**config.mk**
```make
export PLATFORM = sky130hd
export DESIGN_NAME = asss_sensor
export DESIGN_NICKNAME = d
export VERILOG_FILES = /design/src/design/asss_pkg.sv /design/src/design/asss_sensor.sv
export VERILOG_INCLUDE_DIRS = /design/src /design/src/design
export SDC_FILE = /design/constraint.sdc
export NUM_CORES = 1
export LEC_CHECK = 0
export BUFFER_PORTS_ARGS = -buffer_cell sky130_fd_sc_hd__buf_2
export CAP_MARGIN = 5
export CORE_MARGIN = 5
export CORE_UTILIZATION = 42
export CTS_CLUSTER_SIZE = 12
export DETAILED_ROUTE_END_ITERATION = 8
export PLACE_DENSITY = 0.7
export REMOVE_ABC_BUFFERS = 1
export SYNTH_ARGS = -nofsm -noshare
export SYNTH_HDL_FRONTEND = slang
export SYNTH_SLANG_ARGS = --single-unit
```
**constraint.sdc**
```tcl
create_clock -name SYS_CLK -period 3.3 [get_ports SYS_CLK]
set_input_delay 0.66 -clock SYS_CLK [delete_from_list [all_inputs] [get_ports SYS_CLK]]
set_output_delay 0.66 -clock SYS_CLK [all_outputs]
set_load 0.01 [all_outputs]
```
**src/design/asss_regs.svh**
```systemverilog
// Constants of the analog sensor status and safe-state block.
// Assumes inclusion by bare name from the design module only.
`ifndef ASSS_REGS_SVH
`define ASSS_REGS_SVH

// Service codes
`define ASSS_SVC_GET        8'h0e
`define ASSS_SVC_SET        8'h10

// Attribute identifiers
`define ASSS_ATTR_UNITS     8'h04
`define ASSS_ATTR_VALID     8'h05
`define ASSS_ATTR_VALUE     8'h06
`define ASSS_ATTR_STATUS    8'h07
`define ASSS_ATTR_FSCALE    8'h0a
`define ASSS_ATTR_SSTATE    8'h19
`define ASSS_ATTR_SVALUE    8'h1a
`define ASSS_ATTR_OVER      8'h20
`define ASSS_ATTR_UNDER     8'h21
`define ASSS_ATTR_WARN      8'h5e
`define ASSS_ATTR_ALARM     8'h5f
`define ASSS_ATTR_EXT       8'h60

// Answer codes
`define ASSS_ERR_NONE       8'h00
`define ASSS_ERR_SVC        8'h08
`define ASSS_ERR_VALUE      8'h09
`define ASSS_ERR_STATE      8'h0c
`define ASSS_ERR_RO         8'h0e
`define ASSS_ERR_ATTR       8'h14

// Exception status byte bits
`define ASSS_STAT_HI_ALM    0
`define ASSS_STAT_LO_ALM    1
`define ASSS_STAT_HI_WRN    2
`define ASSS_STAT_LO_WRN    3

// Sensor alarm word bits
`define ASSS_ALM_ELEC       9
`define ASSS_ALM_LO         14
`define ASSS_ALM_HI         15

// Sensor warning word bits
`define ASSS_WRN_TEMP       0
`define ASSS_WRN_ELEC       9
`define ASSS_WRN_LO         14
`define ASSS_WRN_HI         15

// Status extension bits
`define ASSS_EXT_INVALID    0
`define ASSS_EXT_OVER       1
`define ASSS_EXT_UNDER      2

// Reset values and units codes
`define ASSS_SVALUE_RST     16'h0000
`define ASSS_UNITS_COUNTS   8'h00
`define ASSS_UNITS_SCALED   8'h01

`endif

```
**src/design/asss_pkg.sv**
```systemverilog
// Types of the analog sensor status and safe-state block.
// Assumes nothing of its surroundings.
package asss_pkg;

	typedef enum logic [1:0] {
		ASSS_OBJ_EXEC  = 2'b00,
		ASSS_OBJ_IDLE  = 2'b01,
		ASSS_OBJ_FAULT = 2'b10,
		ASSS_OBJ_ABORT = 2'b11
	} asss_obj_state_t;

	typedef enum logic [1:0] {
		ASSS_SAFE_ZERO  = 2'b00,
		ASSS_SAFE_FULL  = 2'b01,
		ASSS_SAFE_HOLD  = 2'b10,
		ASSS_SAFE_VALUE = 2'b11
	} asss_safe_t;

	typedef struct packed {
		logic        valid;
		logic [7:0]  service;
		logic [7:0]  attr;
		logic [15:0] data;
	} asss_req_t;

	typedef struct packed {
		logic        valid;
		logic [7:0]  code;
		logic [15:0] data;
	} asss_rsp_t;

	typedef struct packed {
		logic high_alarm;
		logic low_alarm;
		logic high_warn;
		logic low_warn;
		logic elec_fail;
		logic elec_warn;
		logic not_at_temp;
	} asss_cond_t;

	typedef struct packed {
		logic [7:0] alarm0;
		logic [7:0] alarm1;
		logic [7:0] warn0;
		logic [7:0] warn1;
		logic [7:0] warn2;
	} asss_detail_t;

endpackage

```
**src/design/asss_sensor.sv**
```systemverilog
// Status, exception detail and safe-state value logic of an analog sensor object.
// Assumes raw reading, object state and conditions come from logic on SYS_CLK,
// and that attribute services arrive as one-cycle requests.
`include "asss_regs.svh"
`timescale 1ns/10ps
`default_nettype none

module asss_sensor #(
	parameter logic signed [15:0] FULL_SCALE = 16'sh7fff,
	parameter logic signed [15:0] OVERRANGE  = 16'sh7fff,
	parameter logic signed [15:0] UNDERRANGE = 16'sh8000,
	parameter logic signed [15:0] GAIN       = 16'sh0001,
	parameter logic signed [15:0] OFFSET     = 16'sh0000,
	parameter int unsigned        SHIFT      = 0
) (
	// Clock and reset
	input  wire logic                   SYS_CLK,
	input  wire logic                   RST,
	// Sensor side
	input  wire logic signed [15:0]     RAW_READING,
	input  wire asss_pkg::asss_obj_state_t OBJ_STATE,
	input  wire asss_pkg::asss_cond_t   COND,
	// Attribute services
	input  wire asss_pkg::asss_req_t    REQ,
	output var  asss_pkg::asss_rsp_t    RSP,
	// Reported state
	output logic signed [15:0]          VALUE,
	output logic                        READING_VALID,
	output logic [7:0]                  STATUS,
	output var  asss_pkg::asss_detail_t DETAIL
);

	generate
		if (SHIFT > 15) begin : g_bad_shift
			$error("SHIFT must be 15 or less");
		end
		if (OVERRANGE < UNDERRANGE) begin : g_bad_range
			$error("OVERRANGE below UNDERRANGE");
		end
	endgenerate

	// Conversion, combinational on the raw reading
	logic signed [31:0] product;
	logic signed [31:0] shifted;
	logic signed [15:0] converted;
	logic               over_now;
	logic               under_now;

	// Configuration group
	asss_pkg::asss_safe_t safe_state_r;
	asss_pkg::asss_safe_t safe_state_nxt;
	logic signed [15:0]   safe_value_r;
	logic signed [15:0]   safe_value_nxt;
	logic [7:0]           units_r;
	logic [7:0]           units_nxt;

	// Value group
	logic signed [15:0]   value_r;
	logic signed [15:0]   value_nxt;
	logic signed [15:0]   hold_r;
	logic signed [15:0]   hold_nxt;
	logic                 executing;

	// Status group
	logic                 valid_r;
	logic                 valid_nxt;
	logic [7:0]           status_r;
	logic [7:0]           status_nxt;
	logic [15:0]          alarm_r;
	logic [15:0]          alarm_nxt;
	logic [15:0]          warn_r;
	logic [15:0]          warn_nxt;
	logic [7:0]           ext_r;
	logic [7:0]           ext_nxt;

	// Service group
	asss_pkg::asss_rsp_t  rsp_r;
	asss_pkg::asss_rsp_t  rsp_nxt;
	logic                 wr_sstate;
	logic                 wr_svalue;
	logic                 wr_units;

	// Scaled path: gain, shift, offset; counts pass untouched
	always_comb begin
		product   = 32'(RAW_READING) * 32'(GAIN);
		shifted   = product >>> SHIFT;
		if (units_r == `ASSS_UNITS_COUNTS) begin
			converted = RAW_READING;
		end else begin
			converted = shifted[15:0] + OFFSET;
		end
		// Wraps on extreme gains; limits compare the reported form
		over_now  = converted > OVERRANGE;
		under_now = converted < UNDERRANGE;
	end

	assign executing = (OBJ_STATE == asss_pkg::ASSS_OBJ_EXEC);

	// Configuration writes
	always_comb begin
		safe_state_nxt = safe_state_r;
		safe_value_nxt = safe_value_r;
		units_nxt      = units_r;
		if (wr_sstate) begin
			safe_state_nxt = asss_pkg::asss_safe_t'(REQ.data[1:0]);
		end
		if (wr_svalue) begin
			safe_value_nxt = REQ.data;
		end
		if (wr_units) begin
			units_nxt = REQ.data[7:0];
		end
	end

	always_ff @(posedge SYS_CLK) begin
		if (RST) begin
			safe_state_r <= asss_pkg::ASSS_SAFE_ZERO;
			safe_value_r <= `ASSS_SVALUE_RST;
			units_r      <= `ASSS_UNITS_COUNTS;
		end else begin
			safe_state_r <= safe_state_nxt;
			safe_value_r <= safe_value_nxt;
			units_r      <= units_nxt;
		end
	end

	// Reported value and hold register
	always_comb begin
		// Tracks while executing, so it holds the final executing value afterwards
		hold_nxt = executing ? converted : hold_r;
		if (executing) begin
			value_nxt = converted;
		end else begin
			case (safe_state_r)
				asss_pkg::ASSS_SAFE_ZERO:  value_nxt = 16'sh0000;
				asss_pkg::ASSS_SAFE_FULL:  value_nxt = FULL_SCALE;
				asss_pkg::ASSS_SAFE_HOLD:  value_nxt = hold_r;
				asss_pkg::ASSS_SAFE_VALUE: value_nxt = safe_value_r;
				default:                   value_nxt = 16'sh0000;
			endcase
		end
	end

	always_ff @(posedge SYS_CLK) begin
		if (RST) begin
			value_r <= 16'sh0000;
			hold_r  <= 16'sh0000;
		end else begin
			value_r <= value_nxt;
			hold_r  <= hold_nxt;
		end
	end

	// Status words, rebuilt every cycle from live conditions
	always_comb begin
		valid_nxt = ~(over_now | under_now);
		status_nxt = 8'h00;
		status_nxt[`ASSS_STAT_HI_ALM] = COND.high_alarm;
		status_nxt[`ASSS_STAT_LO_ALM] = COND.low_alarm;
		status_nxt[`ASSS_STAT_HI_WRN] = COND.high_warn;
		status_nxt[`ASSS_STAT_LO_WRN] = COND.low_warn;
		alarm_nxt = 16'h0000;
		alarm_nxt[`ASSS_ALM_HI]   = COND.high_alarm;
		alarm_nxt[`ASSS_ALM_LO]   = COND.low_alarm;
		alarm_nxt[`ASSS_ALM_ELEC] = COND.elec_fail;
		warn_nxt = 16'h0000;
		warn_nxt[`ASSS_WRN_TEMP] = COND.not_at_temp;
		warn_nxt[`ASSS_WRN_HI]   = COND.high_warn;
		warn_nxt[`ASSS_WRN_LO]   = COND.low_warn;
		warn_nxt[`ASSS_WRN_ELEC] = COND.elec_warn;
		ext_nxt = 8'h00;
		// Same source as valid_nxt, so the pair never disagrees
		ext_nxt[`ASSS_EXT_INVALID] = ~valid_nxt;
		ext_nxt[`ASSS_EXT_OVER]    = over_now;
		ext_nxt[`ASSS_EXT_UNDER]   = under_now;
	end

	always_ff @(posedge SYS_CLK) begin
		if (RST) begin
			valid_r  <= 1'b0;
			status_r <= 8'h00;
			alarm_r  <= 16'h0000;
			warn_r   <= 16'h0000;
			ext_r    <= 8'h01;
		end else begin
			valid_r  <= valid_nxt;
			status_r <= status_nxt;
			alarm_r  <= alarm_nxt;
			warn_r   <= warn_nxt;
			ext_r    <= ext_nxt;
		end
	end

	// Attribute services; one answer the cycle after each request
	always_comb begin
		rsp_nxt       = '0;
		wr_sstate     = 1'b0;
		wr_svalue     = 1'b0;
		wr_units      = 1'b0;
		rsp_nxt.valid = REQ.valid;
		rsp_nxt.code  = `ASSS_ERR_NONE;
		if (!REQ.valid) begin
			rsp_nxt.valid = 1'b0;
		end else if (REQ.service == `ASSS_SVC_GET) begin
			if (REQ.attr == `ASSS_ATTR_UNITS) begin
				rsp_nxt.data = {8'h00, units_r};
			end else if (REQ.attr == `ASSS_ATTR_VALID) begin
				rsp_nxt.data = {15'h0000, valid_r};
			end else if (REQ.attr == `ASSS_ATTR_VALUE) begin
				rsp_nxt.data = value_r;
			end else if (REQ.attr == `ASSS_ATTR_STATUS) begin
				rsp_nxt.data = {8'h00, status_r};
			end else if (REQ.attr == `ASSS_ATTR_FSCALE) begin
				rsp_nxt.data = FULL_SCALE;
			end else if (REQ.attr == `ASSS_ATTR_SSTATE) begin
				rsp_nxt.data = {14'h0000, safe_state_r};
			end else if (REQ.attr == `ASSS_ATTR_SVALUE) begin
				rsp_nxt.data = safe_value_r;
			end else if (REQ.attr == `ASSS_ATTR_OVER) begin
				rsp_nxt.data = OVERRANGE;
			end else if (REQ.attr == `ASSS_ATTR_UNDER) begin
				rsp_nxt.data = UNDERRANGE;
			end else if (REQ.attr == `ASSS_ATTR_WARN) begin
				rsp_nxt.data = warn_r;
			end else if (REQ.attr == `ASSS_ATTR_ALARM) begin
				rsp_nxt.data = alarm_r;
			end else if (REQ.attr == `ASSS_ATTR_EXT) begin
				rsp_nxt.data = {8'h00, ext_r};
			end else begin
				rsp_nxt.code = `ASSS_ERR_ATTR;
			end
		end else if (REQ.service == `ASSS_SVC_SET) begin
			if (REQ.attr == `ASSS_ATTR_SSTATE) begin
				// Only codes 0 to 3 are defined
				if (REQ.data[15:2] != 14'h0000) begin
					rsp_nxt.code = `ASSS_ERR_VALUE;
				end else begin
					wr_sstate = 1'b1;
				end
			end else if (REQ.attr == `ASSS_ATTR_SVALUE) begin
				wr_svalue = 1'b1;
			end else if (REQ.attr == `ASSS_ATTR_UNITS) begin
				// Units change only while idle
				if (OBJ_STATE != asss_pkg::ASSS_OBJ_IDLE) begin
					rsp_nxt.code = `ASSS_ERR_STATE;
				end else if (REQ.data[15:8] != 8'h00 ||
				             REQ.data[7:0] > `ASSS_UNITS_SCALED) begin
					rsp_nxt.code = `ASSS_ERR_VALUE;
				end else begin
					wr_units = 1'b1;
				end
			end else if (REQ.attr == `ASSS_ATTR_VALID || REQ.attr == `ASSS_ATTR_VALUE ||
			             REQ.attr == `ASSS_ATTR_STATUS || REQ.attr == `ASSS_ATTR_FSCALE ||
			             REQ.attr == `ASSS_ATTR_OVER || REQ.attr == `ASSS_ATTR_UNDER ||
			             REQ.attr == `ASSS_ATTR_WARN || REQ.attr == `ASSS_ATTR_ALARM ||
			             REQ.attr == `ASSS_ATTR_EXT) begin
				// Status byte included: reserved bits cannot be changed
				rsp_nxt.code = `ASSS_ERR_RO;
			end else begin
				rsp_nxt.code = `ASSS_ERR_ATTR;
			end
		end else begin
			rsp_nxt.code = `ASSS_ERR_SVC;
		end
	end

	always_ff @(posedge SYS_CLK) begin
		if (RST) begin
			rsp_r <= '0;
		end else begin
			rsp_r <= rsp_nxt;
		end
	end

	// Outputs and exception detail mapping
	assign RSP           = rsp_r;
	assign VALUE         = value_r;
	assign READING_VALID = valid_r;
	assign STATUS        = status_r;
	assign DETAIL.alarm0 = alarm_r[7:0];
	assign DETAIL.alarm1 = alarm_r[15:8];
	assign DETAIL.warn0  = ext_r;
	assign DETAIL.warn1  = warn_r[7:0];
	assign DETAIL.warn2  = warn_r[15:8];

endmodule

`default_nettype wire

```
Yosys cells after proc, flatten, opt, wreduce, memory -nomap -nowiden
Index checks and enable logic that the tools add are counted.
{"block": "totals", "register_bits": 132, "input_bits": 60, "out_inout_bits": 90, "word_cells": 113}
{"block": "op_classes", "order_cmp": 3, "eq_ne": 18, "n_mux": 54, "bitwise_logic": 4, "reduce_logical": 16}
{"operator": "two-way mux 16 bit", "n": 10}
{"operator": "two-way mux 5 bit", "n": 13}
{"operator": "two-way mux 8 bit", "n": 8}
{"operator": "one-hot mux 16 bit (4 select lines)", "n": 1}
{"operator": "== test 8 x 3 -> 1 bit (second input constant)", "n": 4}
{"operator": "== test 8 x 5 -> 1 bit (second input constant)", "n": 3}
{"operator": "== test 8 x 7 -> 1 bit (second input constant)", "n": 3}
{"operator": "two-way mux 1 bit", "n": 19}
{"operator": "== test 8 x 4 -> 1 bit (second input constant)", "n": 2}
{"operator": "== test 8 x 6 -> 1 bit (second input constant)", "n": 2}
{"operator": "> comparator 16 bit (second input constant)", "n": 1}
{"operator": "< comparator 16 bit (second input constant)", "n": 1}
{"operator": "nonzero test 14 bit", "n": 1}
{"operator": "two-way mux 4 bit", "n": 3}
{"operator": "logical OR 1 bit", "n": 9}
{"operator": "> comparator 8 x 1 -> 1 bit (second input constant)", "n": 1}
{"operator": "nonzero test 8 bit", "n": 1}
{"operator": "OR reduction 5 bit", "n": 1}
{"operator": "== test 2 bit (second input constant)", "n": 2}
{"operator": "zero test 2 bit", "n": 2}
{"operator": "NOT 1 bit", "n": 3}
{"operator": "OR reduction 3 bit", "n": 1}
{"operator": "== test 2 x 1 -> 1 bit (second input constant)", "n": 1}
{"operator": "!= test 2 x 1 -> 1 bit (second input constant)", "n": 1}
{"operator": "other kinds (2)", "n": 2}

Depth between registers and ports, before layout
{"block": "depth", "depth_word": 15, "ltp_mapped": 8, "ltp_nobuf": 5}

Worst setup path before layout
No wires, ideal clock.
{"block": "synth_path", "path_kind": "input-to-reg", "startpoint": "input REQ[20] in the netlist's numbering", "endpoint": "register rsp_r, in the netlist RSP[14]", "setup_time_ps": 73, "t_arrival_ps": 2151, "required_ps": 3227, "setup_slack_ps": 1076, "stages": 6, "path_buffers": 1, "cell_sequence": "or4b_4 > or4_4 > a21oi_4 > buf_6 > o221ai_1 > a21oi_1"}
{"block": "synth_via", "elab_chain_cells": 10, "elab_cells_between_ends": 21, "classes_between": "eq/ne: 11; mux: 9; reduce/logical: 1"}
{"item": "start, declared", "line_no": "asss_sensor.sv:24", "text": "input wire asss_pkg::asss_req_t REQ,"}
{"item": "== test 8 x 7 -> 1 bit (no line)"}
{"item": "two-way mux 16 bit", "line_no": "asss_sensor.sv:225", "text": "end else if (REQ.attr == `ASSS_ATTR_ALARM) begin"}
{"item": "two-way mux 16 bit", "line_no": "asss_sensor.sv:223", "text": "end else if (REQ.attr == `ASSS_ATTR_WARN) begin"}
{"item": "two-way mux 16 bit", "line_no": "asss_sensor.sv:221", "text": "end else if (REQ.attr == `ASSS_ATTR_UNDER) begin"}
{"item": "two-way mux 16 bit", "line_no": "asss_sensor.sv:219", "text": "end else if (REQ.attr == `ASSS_ATTR_OVER) begin"}
{"item": "two-way mux 16 bit", "line_no": "asss_sensor.sv:217", "text": "end else if (REQ.attr == `ASSS_ATTR_SVALUE) begin"}
{"item": "two-way mux 16 bit", "line_no": "asss_sensor.sv:215", "text": "end else if (REQ.attr == `ASSS_ATTR_SSTATE) begin"}
{"item": "two-way mux 16 bit", "line_no": "asss_sensor.sv:213", "text": "end else if (REQ.attr == `ASSS_ATTR_FSCALE) begin"}
{"item": "two-way mux 16 bit", "line_no": "asss_sensor.sv:211", "text": "end else if (REQ.attr == `ASSS_ATTR_STATUS) begin"}
{"item": "two-way mux 16 bit", "line_no": "asss_sensor.sv:209", "text": "end else if (REQ.attr == `ASSS_ATTR_VALUE) begin"}
{"item": "end signal, assigned", "line_no": "asss_sensor.sv:271", "text": "rsp_r <= rsp_nxt;"}
{"item": "end, declared", "line_no": "asss_sensor.sv:77", "text": "asss_pkg::asss_rsp_t rsp_r;"}
Several ways; a longest one is shown, not always the timed one.
A chain may end at the register's enable or synchronous reset.

Worst setup path in the final report
{"block": "layout_path", "startpoint": "input REQ[11] in the netlist's numbering", "endpoint": "register units_r[3]"}
{"block": "layout_via", "elab_chain_cells": 10}
{"item": "nonzero test 8 bit", "line_no": "asss_sensor.sv:246", "text": "end else if (REQ.data[15:8] != 8'h00 ||"}
{"item": "logical OR 1 bit (no line)"}
{"item": "two-way mux 1 bit", "line_no": "asss_sensor.sv:246"}
{"item": "two-way mux 1 bit", "line_no": "asss_sensor.sv:244", "text": "if (OBJ_STATE != asss_pkg::ASSS_OBJ_IDLE) begin"}
{"item": "two-way mux 1 bit", "line_no": "asss_sensor.sv:242", "text": "end else if (REQ.attr == `ASSS_ATTR_UNITS) begin"}
{"item": "two-way mux 1 bit", "line_no": "asss_sensor.sv:240", "text": "end else if (REQ.attr == `ASSS_ATTR_SVALUE) begin"}
{"item": "two-way mux 1 bit", "line_no": "asss_sensor.sv:233", "text": "if (REQ.attr == `ASSS_ATTR_SSTATE) begin"}
{"item": "two-way mux 1 bit", "line_no": "asss_sensor.sv:232", "text": "end else if (REQ.service == `ASSS_SVC_SET) begin"}
{"item": "two-way mux 1 bit", "line_no": "asss_sensor.sv:204", "text": "end else if (REQ.service == `ASSS_SVC_GET) begin"}
{"item": "two-way mux 1 bit", "line_no": "asss_sensor.sv:202", "text": "if (!REQ.valid) begin"}
{"item": "end signal, assigned", "line_no": "asss_sensor.sv:119", "text": "units_r <= `ASSS_UNITS_COUNTS;"}
{"item": "end signal, assigned", "line_no": "asss_sensor.sv:123", "text": "units_r <= units_nxt;"}
{"item": "end, declared", "line_no": "asss_sensor.sv:54", "text": "logic [7:0] units_r;"}
Every way passes these cells.

==> results.md <==
- Final WS setup: 0.9247 ns
- Fillcell total: ~970
- Nature of the critical path endpoint: register
- Num ports: 150
- Global-route wire length before repair: around 17 mm
- Detailed Route WL: about 11 mm
- Layout cells sized above 1: 25.26%
- Worst path cell trace: buf_2, nor4_1, nand4_1, or4_1, o21a_1, and2_1
- Num CTS Buffers: 9
- Fraction of registers with async set/reset: 0%
- Total Nets Final: 630
- Top FF cell, synth: dfxtp_1
- Pre-CTS WS: 0.5699 ns
- P&R area growth vs syn: 16.54%
- Data arrival time of the critical path: approximately 2.6 ns
- Total power: a little over 2000 uW
- Worst path max stage delay: ~0.65 ns
- Chip height: 108.8 um
- Vias in the first global route: 3,428
- CTS tree: built
- Gpl congestion: approximately 0.93
- Reg2reg setup slack: 1.67 ns
- Post-synth EDFFs: 0
- Hold_ws: approximately 0.46 ns
- RSZ-0062 raised after global routing: no
- Vias: between 3k and 4k
- Post-DP HPWL: ~8.3 mm
- Buf/Inv on CP: 1
- Drc violations: 0
- Ys Warns: 0
- Synthesized area: about 0.0041 sq mm
- Root buf cell: clkbuf_8
- Grt ovf: 0
- Core footprint: around 0.0096 sq mm
- Outcome: finished clean
- Setup CP Type: input port to register
- Worst-path clk slew: approximately 0.090 ns
- Worst VDD drop: about 0.22 mV
- Synth Register Bits: 90
- Clock Skews: 0.008000 ns
- Final ANT Viol Nets: 0
- DR iter-0 viols: between 200 and 300
- Die Area: approximately 0.012 sq mm
- Minimum clock period: about 2.4 ns
- Max-slew headroom: between 40% and 50%
- Multi-input gate area: between 0.0015 and 0.002 sq mm
- Slew Viols, Final: 0
- Worst slew pin tran: 0.7641 ns
- Sink Count: 90
- Fin Setup TNS: 0 ns
- # diodes: 0
- Max cap viols: 0
- Fin cells: 707
- CP max-delay cell: or4_1
- Port Buf Inserts: about 110
- Post-CTS Hold Buffers: 0
- Initial antenna violation count: 0
- Final Hold Fails: 0
- Vias per Instance: approximately 5.2
- P per Cell Area: around 430 mW/mm^2
- H-tree depth: 3
- Clk buf depth: 2
- Largest net degree at the start of global routing: between 50 and 60
- DRT Pass-1 Iters: 5
- Post-Synthesis Cells: between 400 and 500
- CTS resizes: 0
- Crit path required time: 3.56 ns
- Critical path launch point type: input port
- Placed Cells: roughly 690
- CP Max Fanout: 7
- Register Area: about 0.0018 sq mm
- Worst skew pair latency: around 0.36 ns
- Initial Utilization: roughly 43%
- Setup bufs post-CTS: 0
- Total track usage: 18.74%
- Yosys cell types: between 50 and 60
- Wire per inst: 15.81 um
- Max Clock Freq: roughly 420 MHz
- Crit-path leading delay family: simple AND/OR/NAND/NOR gates
- Final Cycle Share: a little under three quarters
- Setup Viol. Count Final: 0
- Leak: around 0.0020 uW
- Register area share after synthesis: 43.94%
- Die X: ~110 um
- Worst hold path class: register to register
- Rows: 36
- Mean Syn Cell Area: between 8 and 9 sq um
cells in the final DEF (no fill, tap or decap), drive strengths merged, types with 3 or more instances in the layout:
cell type,n
nand2,54
dfxtp,90
nand3,9
and3,3
o21ai,14
inv,10
conb,39
nor4,5
o21a,10
a31oi,3
and2,7
buf,117
a221o,5
nand2b,4
o221ai,3
mux2i,18
or3,4
or4,3
o32ai,12
clkbuf,9
nor3,5
a21oi,59
nand4,4
nor2,32
nor2b,25
nor4b,3
through the flow:
stage | util, % | cell area [sq um]
after floorplan | - | 3817
after global placement | 47.59 | 4587
after detailed placement | 47.59 | 4587
after CTS | 49.57 | 4778
after global routing | 49.57 | 4778
final | 49.57 | 4778
cell families (layout without fill, tap and decap cells):
kind of cell	count (synthesis)	count (layout)	synth area share, %
simple gates	167	167	21.48
compound gates	117	117	18.07
flops	90	90	43.94
buf+inv	78	141	11.20
mux	20	20	5.218
other cells	1	39	0.09146
area by class of cell:
cell class | instances | area share (%)
Multi-Input combinational cell | 343 | 41.53
Sequential cell | 90 | 37.71
Timing Repair Buffer | 117 | 12.57
Tap cell | 133 | 3.483
Clock buffer | 9 | 2.592
Clock inverter | 6 | 1.414
Inverter | 9 | 0.7070
cell usage after synthesis, drive strengths merged, types with 5 or more instances:
| library cell | count | area [sq um] |
|---|---|---|
| o21ai | 14 | 70.06 |
| nand2 | 54 | 202.7 |
| nor4 | 5 | 46.29 |
| nor2 | 32 | 122.6 |
| dfxtp | 90 | 1802 |
| clkbuf | 22 | 82.58 |
| nand3 | 9 | 45.04 |
| inv | 9 | 33.78 |
| a221o | 5 | 50.05 |
| buf | 47 | 342.8 |
| o32ai | 12 | 105.1 |
| nor3 | 5 | 25.02 |
| o21a | 10 | 75.07 |
| a21oi | 59 | 306.5 |
| mux2i | 18 | 180.2 |
| nor2b | 25 | 156.4 |
| and2 | 7 | 43.79 |
layer usage:
layer / share of wire (%) / up-vias / track usage [%] / routed length [um]
li1: - / 1772 / - / -
met3: 10 / 20 / 4.855 / 1113
met5: 0 / - / 0 / 0
met4: 1.7 / 0 / 6.402 / 188
met1: 41 / 1717 / 24.61 / 4552
met2: 48 / 190 / 29.96 / 5325
flip-flops by register name (all words and copies together), names as in the netlist:
name,count
VALUE,16
safe_value_r,16
warn_r,3
safe_state_r,2
alarm_r,1
hold_r,16
READING_VALID,1
RSP,22
STATUS,3
units_r,8
ext_r,2
report_power, final:
part	switching, uW	internal (uW)
combinational	115	66.1
sequential	10.3	1100
clock	397	348
total	522	1520
path summary, 6_finish.rpt:
check / from / endpoint / depth (start not counted)
hold reg to reg: hold_r[1] / hold_r[1] / 2
setup / recovery: REQ[11] / units_r[3] / 6
hold / removal: hold_r[1] / hold_r[1] / 2
setup reg to reg: safe_state_r[1] / VALUE[13] / 4
worst register-to-register path, cell delays in order, from the launching register on:
cell,delay [ns]
dfxtp_1,0.80
nor2b_1,0.22
buf_4,0.23
a21oi_1,0.07
o32ai_1,0.23
Power figures use the tool's default switching activity.
